### config.mk
export PLATFORM = sky130hd
export DESIGN_NAME = power_path_fault_supervisor
export DESIGN_NICKNAME = d
export VERILOG_FILES = /design/src/core/power_path_pkg.sv /design/src/core/power_path_fault_supervisor.sv /design/src/core/sense_sync.sv
export VERILOG_INCLUDE_DIRS = /design/src /design/src/core
export SDC_FILE = /design/constraint.sdc
export NUM_CORES = 1
export LEC_CHECK = 0
export ABC_AREA = 1
export ABC_CLOCK_PERIOD_IN_PS = 2600
export BUFFER_PORTS_ARGS = -buffer_cell sky130_fd_sc_hd__buf_2
export CAP_MARGIN = 20
export CORE_ASPECT_RATIO = 1.4
export CORE_MARGIN = 5
export CORE_UTILIZATION = 40
export CTS_BUF_LIST = sky130_fd_sc_hd__clkbuf_4 sky130_fd_sc_hd__clkbuf_8
export DETAILED_ROUTE_END_ITERATION = 10
export HOLD_SLACK_MARGIN = 0.08
export PLACE_DENSITY = 0.6
export SYNTH_ARGS = -nofsm -noshare
export SYNTH_HDL_FRONTEND = slang
export SYNTH_SLANG_ARGS = --single-unit
### constraint.sdc
create_clock -name ref_clk -period 2.6 [get_ports ref_clk]
set_clock_uncertainty 0.05 [all_clocks]
set_input_delay 0.52 -clock ref_clk [delete_from_list [all_inputs] [get_ports ref_clk]]
set_output_delay 0.52 -clock ref_clk [all_outputs]
set_load 0.01 [all_outputs]
### src/core/power_path_params.svh
// timing counts and defaults for the power-path supervisor
// assumes a 25 MHz ref_clk; included by bare name
`ifndef POWER_PATH_PARAMS_SVH
`define POWER_PATH_PARAMS_SVH
`define CLK_FREQ_HZ 25000000
`define START_DEBOUNCE_US 15000
`define RCG_DEGLITCH_US 3700
`define START_DEBOUNCE_CYC (`START_DEBOUNCE_US * (`CLK_FREQ_HZ / 1000000))
`define RCG_DEGLITCH_CYC (`RCG_DEGLITCH_US * (`CLK_FREQ_HZ / 1000000))
`define CNT_W 20
`define SYNC_W 7
`endif

### src/core/power_path_pkg.sv
// types for the power-path supervisor
// assumes the params header is on the include path
package power_path_pkg;
  typedef struct packed {
    logic enable_n;
    logic uv_low;
    logic ov_high;
    logic ot_high;
    logic ot_low;
    logic rev_small;
    logic rev_big;
  } sense_t;
  typedef enum logic [1:0] {
    ST_OFF = 2'b00,
    ST_DEBOUNCE = 2'b01,
    ST_ON = 2'b11
  } sw_state_t;
endpackage

### src/core/power_path_fault_supervisor.sv
// power-path switch control and fault supervision
// assumes comparator results arrive as levels from analog front end
`include "power_path_params.svh"
`timescale 1ns/1ns
// How it works
// - enable high keeps switch open, protections off except the reverse-current guard, low-power state.
// - enable low arms protections and lets the switch close without faults.
// - undriven enable is pulled low by the pad, so it reads as enabled.
// - every turn-on waits 15 ms debounce, then starts soft-start.
// - enabled with rail under undervoltage release keeps switch open.
// - above undervoltage and fault-free, switch follows enable unless small reverse is seen during debounce.
// - overvoltage opens switch; conduction resumes once rail drops.
// - threshold input under 0.1 V selects default 23 V overvoltage level.
// - over 140 C opens switch; control returns below 115 C.
// - rail under 2.5 V keeps switch open, power-good released; lockout reported only while enabled.
// - enable high keeps switch open and power-good released.
// - overvoltage keeps switch open and power-good released.
// - power-good pulled low only when fault-free and conducting.
// - reverse-current guard runs regardless of enable.
// - small reverse lasting 3.7 ms opens the switch.
// - large reverse opens the switch at once.
// - small reverse during debounce blocks turn-on.
// - guard active holds switch open and power-good released.
module power_path_fault_supervisor
  import power_path_pkg::*;
#(
  parameter int unsigned DEBOUNCE_CYC = `START_DEBOUNCE_CYC,
  parameter int unsigned DEGLITCH_CYC = `RCG_DEGLITCH_CYC
) (
  // clock and reset
  input wire logic ref_clk,
  input wire logic resetn,
  // enable, active low, pad holds pull-down
  input wire logic enable_n,
  // comparator results
  input wire logic uv_low,
  input wire logic ov_high,
  input wire logic ot_high,
  input wire logic ot_low,
  input wire logic rev_small,
  input wire logic rev_big,
  // pass switch and soft-start
  output logic switch_on,
  output logic soft_start,
  // power-good open drain: output and enable
  output logic power_good_o,
  output logic power_good_oe,
  // state reporting
  output logic lockout,
  output logic guard_active,
  output logic low_power
);
  // ----------------------------------------
  // input synchronisation
  // ----------------------------------------
  sense_t raw;
  sense_t s;
  always_comb begin
    raw.enable_n = enable_n;
    raw.uv_low = uv_low;
    raw.ov_high = ov_high;
    raw.ot_high = ot_high;
    raw.ot_low = ot_low;
    raw.rev_small = rev_small;
    raw.rev_big = rev_big;
  end

  sense_sync u_sync (
    .ref_clk(ref_clk),
    .resetn(resetn),
    .raw(raw),
    .synced(s)
  );

  // ----------------------------------------
  // counter helpers
  // ----------------------------------------
  // debounce and deglitch share these
  // true once a counter has reached its last count
  function automatic logic count_done(
    input logic [`CNT_W-1:0] cnt,
    input int unsigned limit
  );
    if (cnt >= `CNT_W'(limit - 1)) begin
      count_done = 1'b1;
    end else begin
      count_done = 1'b0;
    end
  endfunction

  // one step up, held at the top
  function automatic logic [`CNT_W-1:0] count_step(
    input logic [`CNT_W-1:0] cnt
  );
    if (cnt == {`CNT_W{1'b1}}) begin
      count_step = cnt;
    end else begin
      count_step = cnt + `CNT_W'(1);
    end
  endfunction

  // ----------------------------------------
  // enable decode
  // ----------------------------------------
  logic enabled;
  logic disabled;

  // undriven pin is pulled low in the pad, so it reads as asserted
  assign enabled = !s.enable_n;
  assign disabled = s.enable_n;

  // ----------------------------------------
  // thermal latch
  // ----------------------------------------
  logic ot_q;
  logic ot_d;

  // trip high, release low; cleared while disabled
  always_comb begin
    ot_d = ot_q;
    if (disabled) begin
      ot_d = 1'b0;
    end else if (s.ot_high) begin
      ot_d = 1'b1;
    end else if (s.ot_low) begin
      ot_d = 1'b0;
    end
  end

  always_ff @(posedge ref_clk) begin
    if (!resetn) begin
      ot_q <= 1'b0;
    end else begin
      ot_q <= ot_d;
    end
  end

  // ----------------------------------------
  // reverse-current guard
  // ----------------------------------------
  logic guard_q;
  logic guard_d;
  logic [`CNT_W-1:0] dg_q;
  logic [`CNT_W-1:0] dg_d;

  // runs whatever the enable level
  // small reverse must persist through the whole deglitch
  always_comb begin
    guard_d = guard_q;
    dg_d = dg_q;
    if (s.rev_big) begin
      guard_d = 1'b1;
      dg_d = '0;
    end else if (s.rev_small) begin
      if (count_done(dg_q, DEGLITCH_CYC)) begin
        guard_d = 1'b1;
      end else begin
        dg_d = count_step(dg_q);
      end
    end else begin
      guard_d = 1'b0;
      dg_d = '0;
    end
  end

  always_ff @(posedge ref_clk) begin
    if (!resetn) begin
      guard_q <= 1'b0;
      dg_q <= '0;
    end else begin
      guard_q <= guard_d;
      dg_q <= dg_d;
    end
  end

  // ----------------------------------------
  // fault summary
  // ----------------------------------------
  logic uv_fault;
  logic ov_fault;
  logic ot_fault;
  logic rev_fault;
  logic fault;

  assign uv_fault = s.uv_low;
  // comparator already applies the default 23 V level below 0.1 V
  assign ov_fault = s.ov_high;
  // next-state views, so a fresh trip opens the switch in the same cycle
  assign ot_fault = ot_d;
  assign rev_fault = guard_d;
  assign fault = uv_fault || ov_fault || ot_fault || rev_fault;

  // ----------------------------------------
  // switch sequencer
  // ----------------------------------------
  sw_state_t st_q;
  sw_state_t st_d;
  logic [`CNT_W-1:0] db_q;
  logic [`CNT_W-1:0] db_d;
  logic rev_seen;

  assign rev_seen = s.rev_small;

  // any fault or small reverse restarts the debounce
  always_comb begin
    st_d = st_q;
    db_d = db_q;
    unique case (st_q)
      ST_OFF: begin
        db_d = '0;
        if (enabled && !fault) begin
          st_d = ST_DEBOUNCE;
        end
      end
      ST_DEBOUNCE: begin
        if (!enabled || fault || rev_seen) begin
          st_d = ST_OFF;
          db_d = '0;
        end else if (count_done(db_q, DEBOUNCE_CYC)) begin
          st_d = ST_ON;
        end else begin
          db_d = count_step(db_q);
        end
      end
      ST_ON: begin
        if (!enabled || fault) begin
          st_d = ST_OFF;
        end
      end
      // unused code falls back to off
      default: begin
        st_d = ST_OFF;
        db_d = '0;
      end
    endcase
  end

  always_ff @(posedge ref_clk) begin
    if (!resetn) begin
      st_q <= ST_OFF;
      db_q <= '0;
    end else begin
      st_q <= st_d;
      db_q <= db_d;
    end
  end

  // ----------------------------------------
  // switch outputs
  // ----------------------------------------
  logic switch_on_d;
  logic soft_start_d;
  logic pg_oe_d;

  always_comb begin
    switch_on_d = (st_d == ST_ON);
    soft_start_d = switch_on_d && (st_q != ST_ON);
    pg_oe_d = switch_on_d && !fault;
  end

  // open drain: the pin is only ever pulled low
  always_ff @(posedge ref_clk) begin
    if (!resetn) begin
      switch_on <= 1'b0;
      soft_start <= 1'b0;
      power_good_o <= 1'b0;
      power_good_oe <= 1'b0;
    end else begin
      switch_on <= switch_on_d;
      soft_start <= soft_start_d;
      power_good_o <= 1'b0;
      power_good_oe <= pg_oe_d;
    end
  end

  // ----------------------------------------
  // status outputs
  // ----------------------------------------
  logic lockout_d;
  logic guard_active_d;
  logic low_power_d;

  // lockout reported only while enabled
  always_comb begin
    lockout_d = enabled && uv_fault;
    guard_active_d = guard_d;
    low_power_d = disabled;
  end

  always_ff @(posedge ref_clk) begin
    if (!resetn) begin
      lockout <= 1'b0;
      guard_active <= 1'b0;
      low_power <= 1'b1;
    end else begin
      lockout <= lockout_d;
      guard_active <= guard_active_d;
      low_power <= low_power_d;
    end
  end
endmodule

### src/core/sense_sync.sv
// two-flop synchroniser for the comparator bundle
// assumes asynchronous comparator levels
`timescale 1ns/1ns
module sense_sync
  import power_path_pkg::*;
(
  // clock and reset
  input wire logic ref_clk,
  input wire logic resetn,
  // raw and synchronised comparators
  input wire sense_t raw,
  output sense_t synced
);
  sense_t meta_q;
  sense_t meta_d;
  sense_t sync_q;
  sense_t sync_d;
  // a disabled, undervoltaged idle value
  localparam sense_t IDLE = '{enable_n: 1'b1, uv_low: 1'b1, default: 1'b0};

  always_comb begin
    meta_d = raw;
    sync_d = meta_q;
  end

  always_ff @(posedge ref_clk) begin
    if (!resetn) begin
      meta_q <= IDLE;
      sync_q <= IDLE;
    end else begin
      meta_q <= meta_d;
      sync_q <= sync_d;
    end
  end

  assign synced = sync_q;
endmodule

Word-level counts from Yosys, hierarchy flattened
Index checks and enable logic that the tools add are counted.
{"block": "totals", "ff_bits": 63, "in_bits": 9, "elab_cells": 77}
{"block": "op_classes", "n_addsub": 2, "order_cmp": 2, "eq_ne": 8, "n_mux": 21, "bitwise": 5, "reduce_logical": 15}
{"cell": "20-bit two-way mux", "n": 3}
{"cell": "20-bit by 1-bit adder with 20-bit output, second input constant", "n": 2}
{"cell": "20-bit == test, second input constant", "n": 2}
{"cell": "20-bit case mux with 2 select lines", "n": 1}
{"cell": "20-bit by 17-bit greater-or-equal comparator with 1-bit output, second input constant", "n": 1}
{"cell": "20-bit by 19-bit greater-or-equal comparator with 1-bit output, second input constant", "n": 1}
{"cell": "1-bit two-way mux", "n": 12}
{"cell": "2-bit two-way mux", "n": 4}
{"cell": "3-bit != test, second input constant", "n": 2}
{"cell": "2-bit case mux with 3 select lines", "n": 1}
{"cell": "1-bit logical OR", "n": 5}
{"cell": "1-bit inverter", "n": 5}
{"cell": "2-bit == test, second input constant", "n": 2}
{"cell": "1-bit logical AND", "n": 4}
{"cell": "3-bit AND reduction", "n": 1}
{"cell": "3-bit OR reduction", "n": 1}
{"cell": "2-bit by 1-bit == test with 1-bit output, second input constant", "n": 1}
{"cell": "1-bit zero test", "n": 2}
{"cell": "2-bit zero test", "n": 1}
{"cell": "2-bit != test, second input constant", "n": 1}
{"cell": "2-bit AND reduction", "n": 1}

Depth between registers and ports, before layout
{"block": "depth", "ltp_word": 17, "ltp_mapped": 15, "depth_no_buf": 14}

Cells and area by module
Synthesis repeated with hierarchy kept, for this count alone.
{"block": "unflattened", "cells_unflattened": 420, "area_unflattened_um2": 2976.6}
{"module": "power_path_fault_supervisor", "instances": 1, "cells_each": 377, "area_per_inst_um2": 2580.0, "seq_area_each_um2": 980.9}
{"module": "sense_sync", "instances": 1, "cells_each": 43, "area_per_inst_um2": 396.6, "seq_area_each_um2": 280.3}

Worst setup path before layout
No wires, ideal clock.
{"block": "synth_timing", "path_kind": "reg-to-reg", "startpoint": "register dg_q[0]", "endpoint": "register db_q[0]", "arrival_ns": 1.584, "slack_ns": 0.850, "path_stages_with_launch": 15, "synth_period_minus_slack_ns": 1.750, "path_cell_list": "dfxtp_1 -> ha_1 -> inv_1 -> nand2_1 -> nand2_1 -> nor2_1 -> nand2_1 -> nand4_1 -> nand2_2 -> nand4_4 -> nand2_4 -> nand2_4 -> buf_6 -> o21ai_0 -> nor2_1"}
{"block": "synth_between", "elab_chain_len": 12, "word_cells_on_any_way": 15, "classes_between": "order compare (1); eq/ne (2); mux (8); reduce/logical (4)"}
{"item": "start: declaration", "line": "power_path_fault_supervisor.sv:143", "rtl": "logic [`CNT_W-1:0] dg_q;"}
{"item": "start signal: assignment", "line": "power_path_fault_supervisor.sv:172", "rtl": "dg_q <= dg_d;"}
{"item": "20-bit by 17-bit greater-or-equal comparator with 1-bit output *", "line": "power_path_fault_supervisor.sv:84", "rtl": "if (cnt >= `CNT_W'(limit - 1)) begin"}
{"item": "1-bit two-way mux *", "line": "power_path_fault_supervisor.sv:84"}
{"item": "1-bit two-way mux *", "line": "power_path_fault_supervisor.sv:154", "rtl": "end else if (s.rev_small) begin"}
{"item": "1-bit two-way mux *", "line": "power_path_fault_supervisor.sv:151", "rtl": "if (s.rev_big) begin"}
{"item": "1-bit two-way mux *", "line": "power_path_fault_supervisor.sv:155", "rtl": "if (count_done(dg_q, DEGLITCH_CYC)) begin"}
{"item": "1-bit two-way mux *", "line": "power_path_fault_supervisor.sv:154"}
{"item": "1-bit two-way mux *", "line": "power_path_fault_supervisor.sv:151"}
{"item": "1-bit logical OR *", "line": "power_path_fault_supervisor.sv:191", "rtl": "assign fault = uv_fault || ov_fault || ot_fault || rev_fault;"}
{"item": "1-bit logical OR * (2 in series)", "line": "power_path_fault_supervisor.sv:216", "rtl": "if (!enabled || fault || rev_seen) begin"}
{"item": "3-bit != test (no source line) / 20-bit two-way mux (equally long branches)"}
{"item": "3-bit AND reduction (no source line) / 20-bit case mux with 2 select lines (equally long branches)"}
{"item": "end signal: assignment", "line": "power_path_fault_supervisor.sv:241", "rtl": "db_q <= '0;"}
{"item": "end signal: assignment", "line": "power_path_fault_supervisor.sv:244", "rtl": "db_q <= db_d;"}
{"item": "end: declaration", "line": "power_path_fault_supervisor.sv:198", "rtl": "logic [`CNT_W-1:0] db_q;"}
Every way passes the cells marked *; elsewhere a longest branch is shown, timed or not. The select of a mux whose other input is x is not followed.
A chain may end at the register's enable or synchronous reset.

Worst setup path after layout
Same ends and word-level chain as after synthesis.

==> flow_summary.rst <==
.. list-table::
   :header-rows: 1

   * - Metric
     - Value
   * - Source-to-sink clock delay at the later pin of the worst-skew pair
     - approximately 0.35 ns
   * - Cell with the biggest individual delay on the critical path
     - sky130_fd_sc_hd__dfxtp_1
   * - CTS clk-pin slew, worst paths
     - ~0.070 ns
   * - Post-CTS setup buffer count
     - 0
   * - Combined area of the multi-input logic cells
     - 0.00137 mm²
   * - H-tree lvl count
     - 3
   * - Post-Syn Nets
     - ~430
   * - Area added between synthesis and finish
     - 13.1%
   * - Power density normalized to cell area
     - between 600 and 700 mW/mm²
   * - Setup slack of the worst register-to-register path
     - roughly 0.42 ns
   * - First-pass GRT wire length
     - approximately 11,000 µm
   * - Post-Place Cells
     - about 520
   * - Width of the die
     - just over 80 µm
   * - Multiplexer share of the synthesized area
     - 0
   * - LEAKAGE
     - about 0.0014 µW
   * - Met1 Wirelength
     - 2540 µm
   * - Global placer's final weighted congestion
     - around 0.8
   * - Number of antenna violations at the first check in global routing
     - 0
   * - Post-synthesis sequential element count
     - 63
   * - Mapped cell area
     - 0.00297 mm²
   * - Final #Nets
     - about 440
   * - Average routed wire per standard cell
     - between 10 and 15 µm
   * - Number of placement rows
     - 37
   * - Final standard cell utilization of the core
     - 0.459
   * - Area inside the core boundary
     - 0.00731 mm²
   * - Clock buffers created by TritonCTS
     - 9
   * - Number of search-and-repair iterations in the first detailed-routing pass
     - 4
   * - Post-Synth Adder-Cell Area
     - 0.00842
   * - Number of global-route vias before repair
     - around 2,600
   * - Pin count of the biggest net entering global routing
     - 33
   * - Routed wire length
     - 6180 µm
   * - Critical Path End Type
     - flip-flop
   * - Most common cell after layout, fill and taps aside
     - sky130_fd_sc_hd__nand2_1
   * - Total routing resource utilization after global routing
     - 0.141
   * - End point of the most critical hold path
     - u_sync.meta_q[5]$_SDFF_PN1_
   * - Clk sinks
     - 63
   * - Die Span Y
     - ~110 µm
   * - Area fraction of the dominant cell type after synthesis
     - 0.425
   * - Count of warnings emitted by yosys
     - 0
   * - Share of final-layout standard cells stronger than drive strength 1
     - 0.119
   * - I/O pin cnt
     - 16
   * - Crit path arrival time
     - ~2.4 ns
   * - WL met2
     - roughly 3300 µm
   * - Worst rel slew slack
     - 0.639
   * - Required time at the worst-slack endpoint
     - 2.79 ns
   * - Wire length on met3
     - between 150 and 200 µm
   * - CTS resizes
     - 0
   * - Cell occurring most often along the worst timing path
     - sky130_fd_sc_hd__nand2_1
   * - Startpoint class of the critical path
     - flip-flop
   * - Count of different cell masters after synthesis
     - 36
   * - Syn_area_per_cell
     - 7.16 µm²
   * - Final-report max-slew violation count
     - 0
   * - Highest clock rate
     - approximately 460 MHz
   * - Via-per-instance ratio
     - ~4.8
   * - Maximum root-to-sink buffer count
     - 2
   * - Global route total overflow
     - 0
   * - Largest vdd supply drop
     - 0.385 mV
   * - Post-Synth XOR/XNOR Area
     - 0.0206
   * - Number of remaining DRC errors
     - 0
   * - Total of max-cap violations
     - 0
   * - Post-synthesis sequential area ratio
     - 0.425
   * - Unrepaired setup endpoints after global routing
     - false
   * - Fillers
     - about 790
   * - Dominant cells by area after synthesis
     - sky130_fd_sc_hd__dfxtp_1, sky130_fd_sc_hd__nand2_1, sky130_fd_sc_hd__inv_1
   * - Synth area leader
     - sky130_fd_sc_hd__dfxtp_1
   * - Run status
     - completed
   * - Cell family contributing the most delay on the critical path
     - simple AND/OR/NAND/NOR gates
   * - Count of buffers inserted at the top-level ports
     - 14
   * - Period Utilization, post-route
     - 0.837
   * - Hold-fix buffers at CTS
     - 0
   * - Hold Path Stages
     - 2
   * - Most frequent cells in the layout
     - sky130_fd_sc_hd__nand2_1, sky130_fd_sc_hd__inv_1, sky130_fd_sc_hd__dfxtp_1
   * - Storage cell area
     - roughly 0.0013 mm²
   * - Complex-gate fraction of the synthesized area
     - 0.110
   * - Cell depth of the worst flop-to-flop path
     - 13
   * - Capturing point of the worst reg2reg path
     - db_q[0]$_SDFFE_PN0P_
   * - Maximum fanout along the worst path
     - 32
   * - ANT nets after route
     - 0
   * - Min-delay worst type
     - input pin to flip-flop
   * - Source of the worst hold timing path
     - uv_low
   * - Antenna cells
     - 0
   * - Post-route worst hold slack
     - between 0.2 and 0.3 ns
   * - Worst Path Class, Setup
     - flip-flop to flip-flop
   * - Number of buffers and inverters on the critical path
     - 1
   * - Simple-gate share of the synthesized area
     - 0.322
   * - Final Instance Count excl. Fillers
     - 535
   * - Mapped Cells
     - roughly 420
   * - Cell breakdown of the critical path
     - ha_1 -> inv_1 -> nand2_1 -> nand2_1 -> nor2_1 -> nand2_1 -> nand4_1 -> nand2_2 -> nand4_4 -> nand2_4 -> nand2_4 -> o21ai_0 -> nor2_1
   * - Effective utilization at floorplan
     - 0.406
   * - Die outline area
     - approximately 0.0093 mm²
   * - Number of hold violations in the final report
     - 0
   * - Number of DRC violations after detailed-routing iteration 0
     - between 100 and 150
   * - Pin slew with the least headroom to its limit
     - around 0.54 ns
   * - Final setup violating endpoints
     - 0
   * - Vias post-DR
     - 2,562
   * - Delay of the slowest cell on the worst path
     - between 0.3 and 0.4 ns
   * - Combinational family with the most area after synthesis
     - simple AND/OR/NAND/NOR gates
   * - Setup TNS
     - 0 ns
   * - Highest routed layer
     - met4
   * - Time the worst path needs with I/O delays and setup
     - 2.18 ns
   * - CTS tree
     - done
   * - Origin of the critical flop-to-flop path
     - dg_q[0]$_SDFFE_PP0P_
   * - Post-detailed-placement half-perimeter wirelength
     - roughly 4500 µm
   * - Root buf cell
     - sky130_fd_sc_hd__clkbuf_8
[through the flow]
| step | total power [µW] | worst slack, ns | instance area [µm²] |
|---|---|---|---|
| 6_report | 2100 | 0.424 | 3360 |
| 5_1_grt | 2180 | 0.225 | 3360 |
| 4_1_cts | 2130 | 0.421 | 3360 |
| 3_5_place_dp | 1050 | 0.449 | 3110 |
| 3_3_place_gp | 1040 | 0.482 | 3110 |
| 2_1_floorplan | 1030 | 0.850 | 2970 |
[worst max path at each step]
stage	startpoint	endpoint	slack, ns	depth (start not counted)
detailed placement	dg_q[0]$_SDFFE_PP0P_	db_q[15]$_SDFFE_PN0P_	0.45	13
finish	dg_q[0]$_SDFFE_PP0P_	db_q[0]$_SDFFE_PN0P_	0.42	13
floorplan	dg_q[0]$_SDFFE_PP0P_	db_q[0]$_SDFFE_PN0P_	0.85	14
global route	dg_q[0]$_SDFFE_PP0P_	db_q[7]$_SDFFE_PN0P_	0.22	13
CTS	dg_q[0]$_SDFFE_PP0P_	db_q[15]$_SDFFE_PN0P_	0.42	13
global placement	dg_q[0]$_SDFFE_PP0P_	db_q[15]$_SDFFE_PN0P_	0.48	13
[synthesized netlist by cell type (all sizes together)]
| master | number |
|---|---|
| nor4 | 4 |
| buf | 6 |
| xor2 | 5 |
| o22ai | 1 |
| o311ai | 5 |
| a211oi | 1 |
| nor3b | 2 |
| nor2 | 55 |
| dfxtp | 63 |
| o21a | 2 |
| xnor2 | 2 |
| conb | 1 |
| or2 | 6 |
| a21oi | 31 |
| nand2 | 84 |
| ha | 2 |
| nand3 | 24 |
| o21ai | 18 |
| inv | 69 |
| nor3 | 19 |
| and2 | 2 |
| a21o | 1 |
| nand4 | 8 |
| clkbuf | 4 |
[registers in the layout, indices dropped and copies added (netlist names)]
| name | flops |
|---|---|
| db_q | 20 |
| dg_q | 20 |
| u_sync.meta_q | 7 |
| u_sync.synced | 7 |
| st_q | 2 |
| guard_active | 1 |
| lockout | 1 |
| low_power | 1 |
| ot_q | 1 |
| power_good_oe | 1 |
| soft_start | 1 |
| switch_on | 1 |
[kinds of logic after synthesis]
group / after synthesis
XOR/XNOR: 7
AO/OA/AOI/OAI: 59
other: 1
buffers and inverters: 79
flip-flops: 63
AND/OR/NAND/NOR: 204
adder cells (fa/ha/maj): 2
[where the power goes]
| part | total (µW) | internal, µW | leakage [µW] | switching [µW] |
|---|---|---|---|---|
| logic | 40.7 | 15.8 | 0.000722 | 25.0 |
| clock network | 1080 | 669 | 0.000124 | 408 |
| registers | 981 | 976 | 0.000511 | 5.01 |
[cell type report]
type,instances,area share
clock buffers,10,0.0410
clock inverters,6,0.0343
inverters,69,0.0771
multi-input cells,273,0.408
flip-flops and latches,63,0.376
well taps,97,0.0361
repair buffers,17,0.0276
[layer usage]
metal,vias up,global-route usage
met1,1166,0.142
met3,13,0.0363
met5,-,0
met4,0,0.0796
met2,30,0.259
li1,1353,-
No activity file was read; power rests on OpenSTA's default activity.
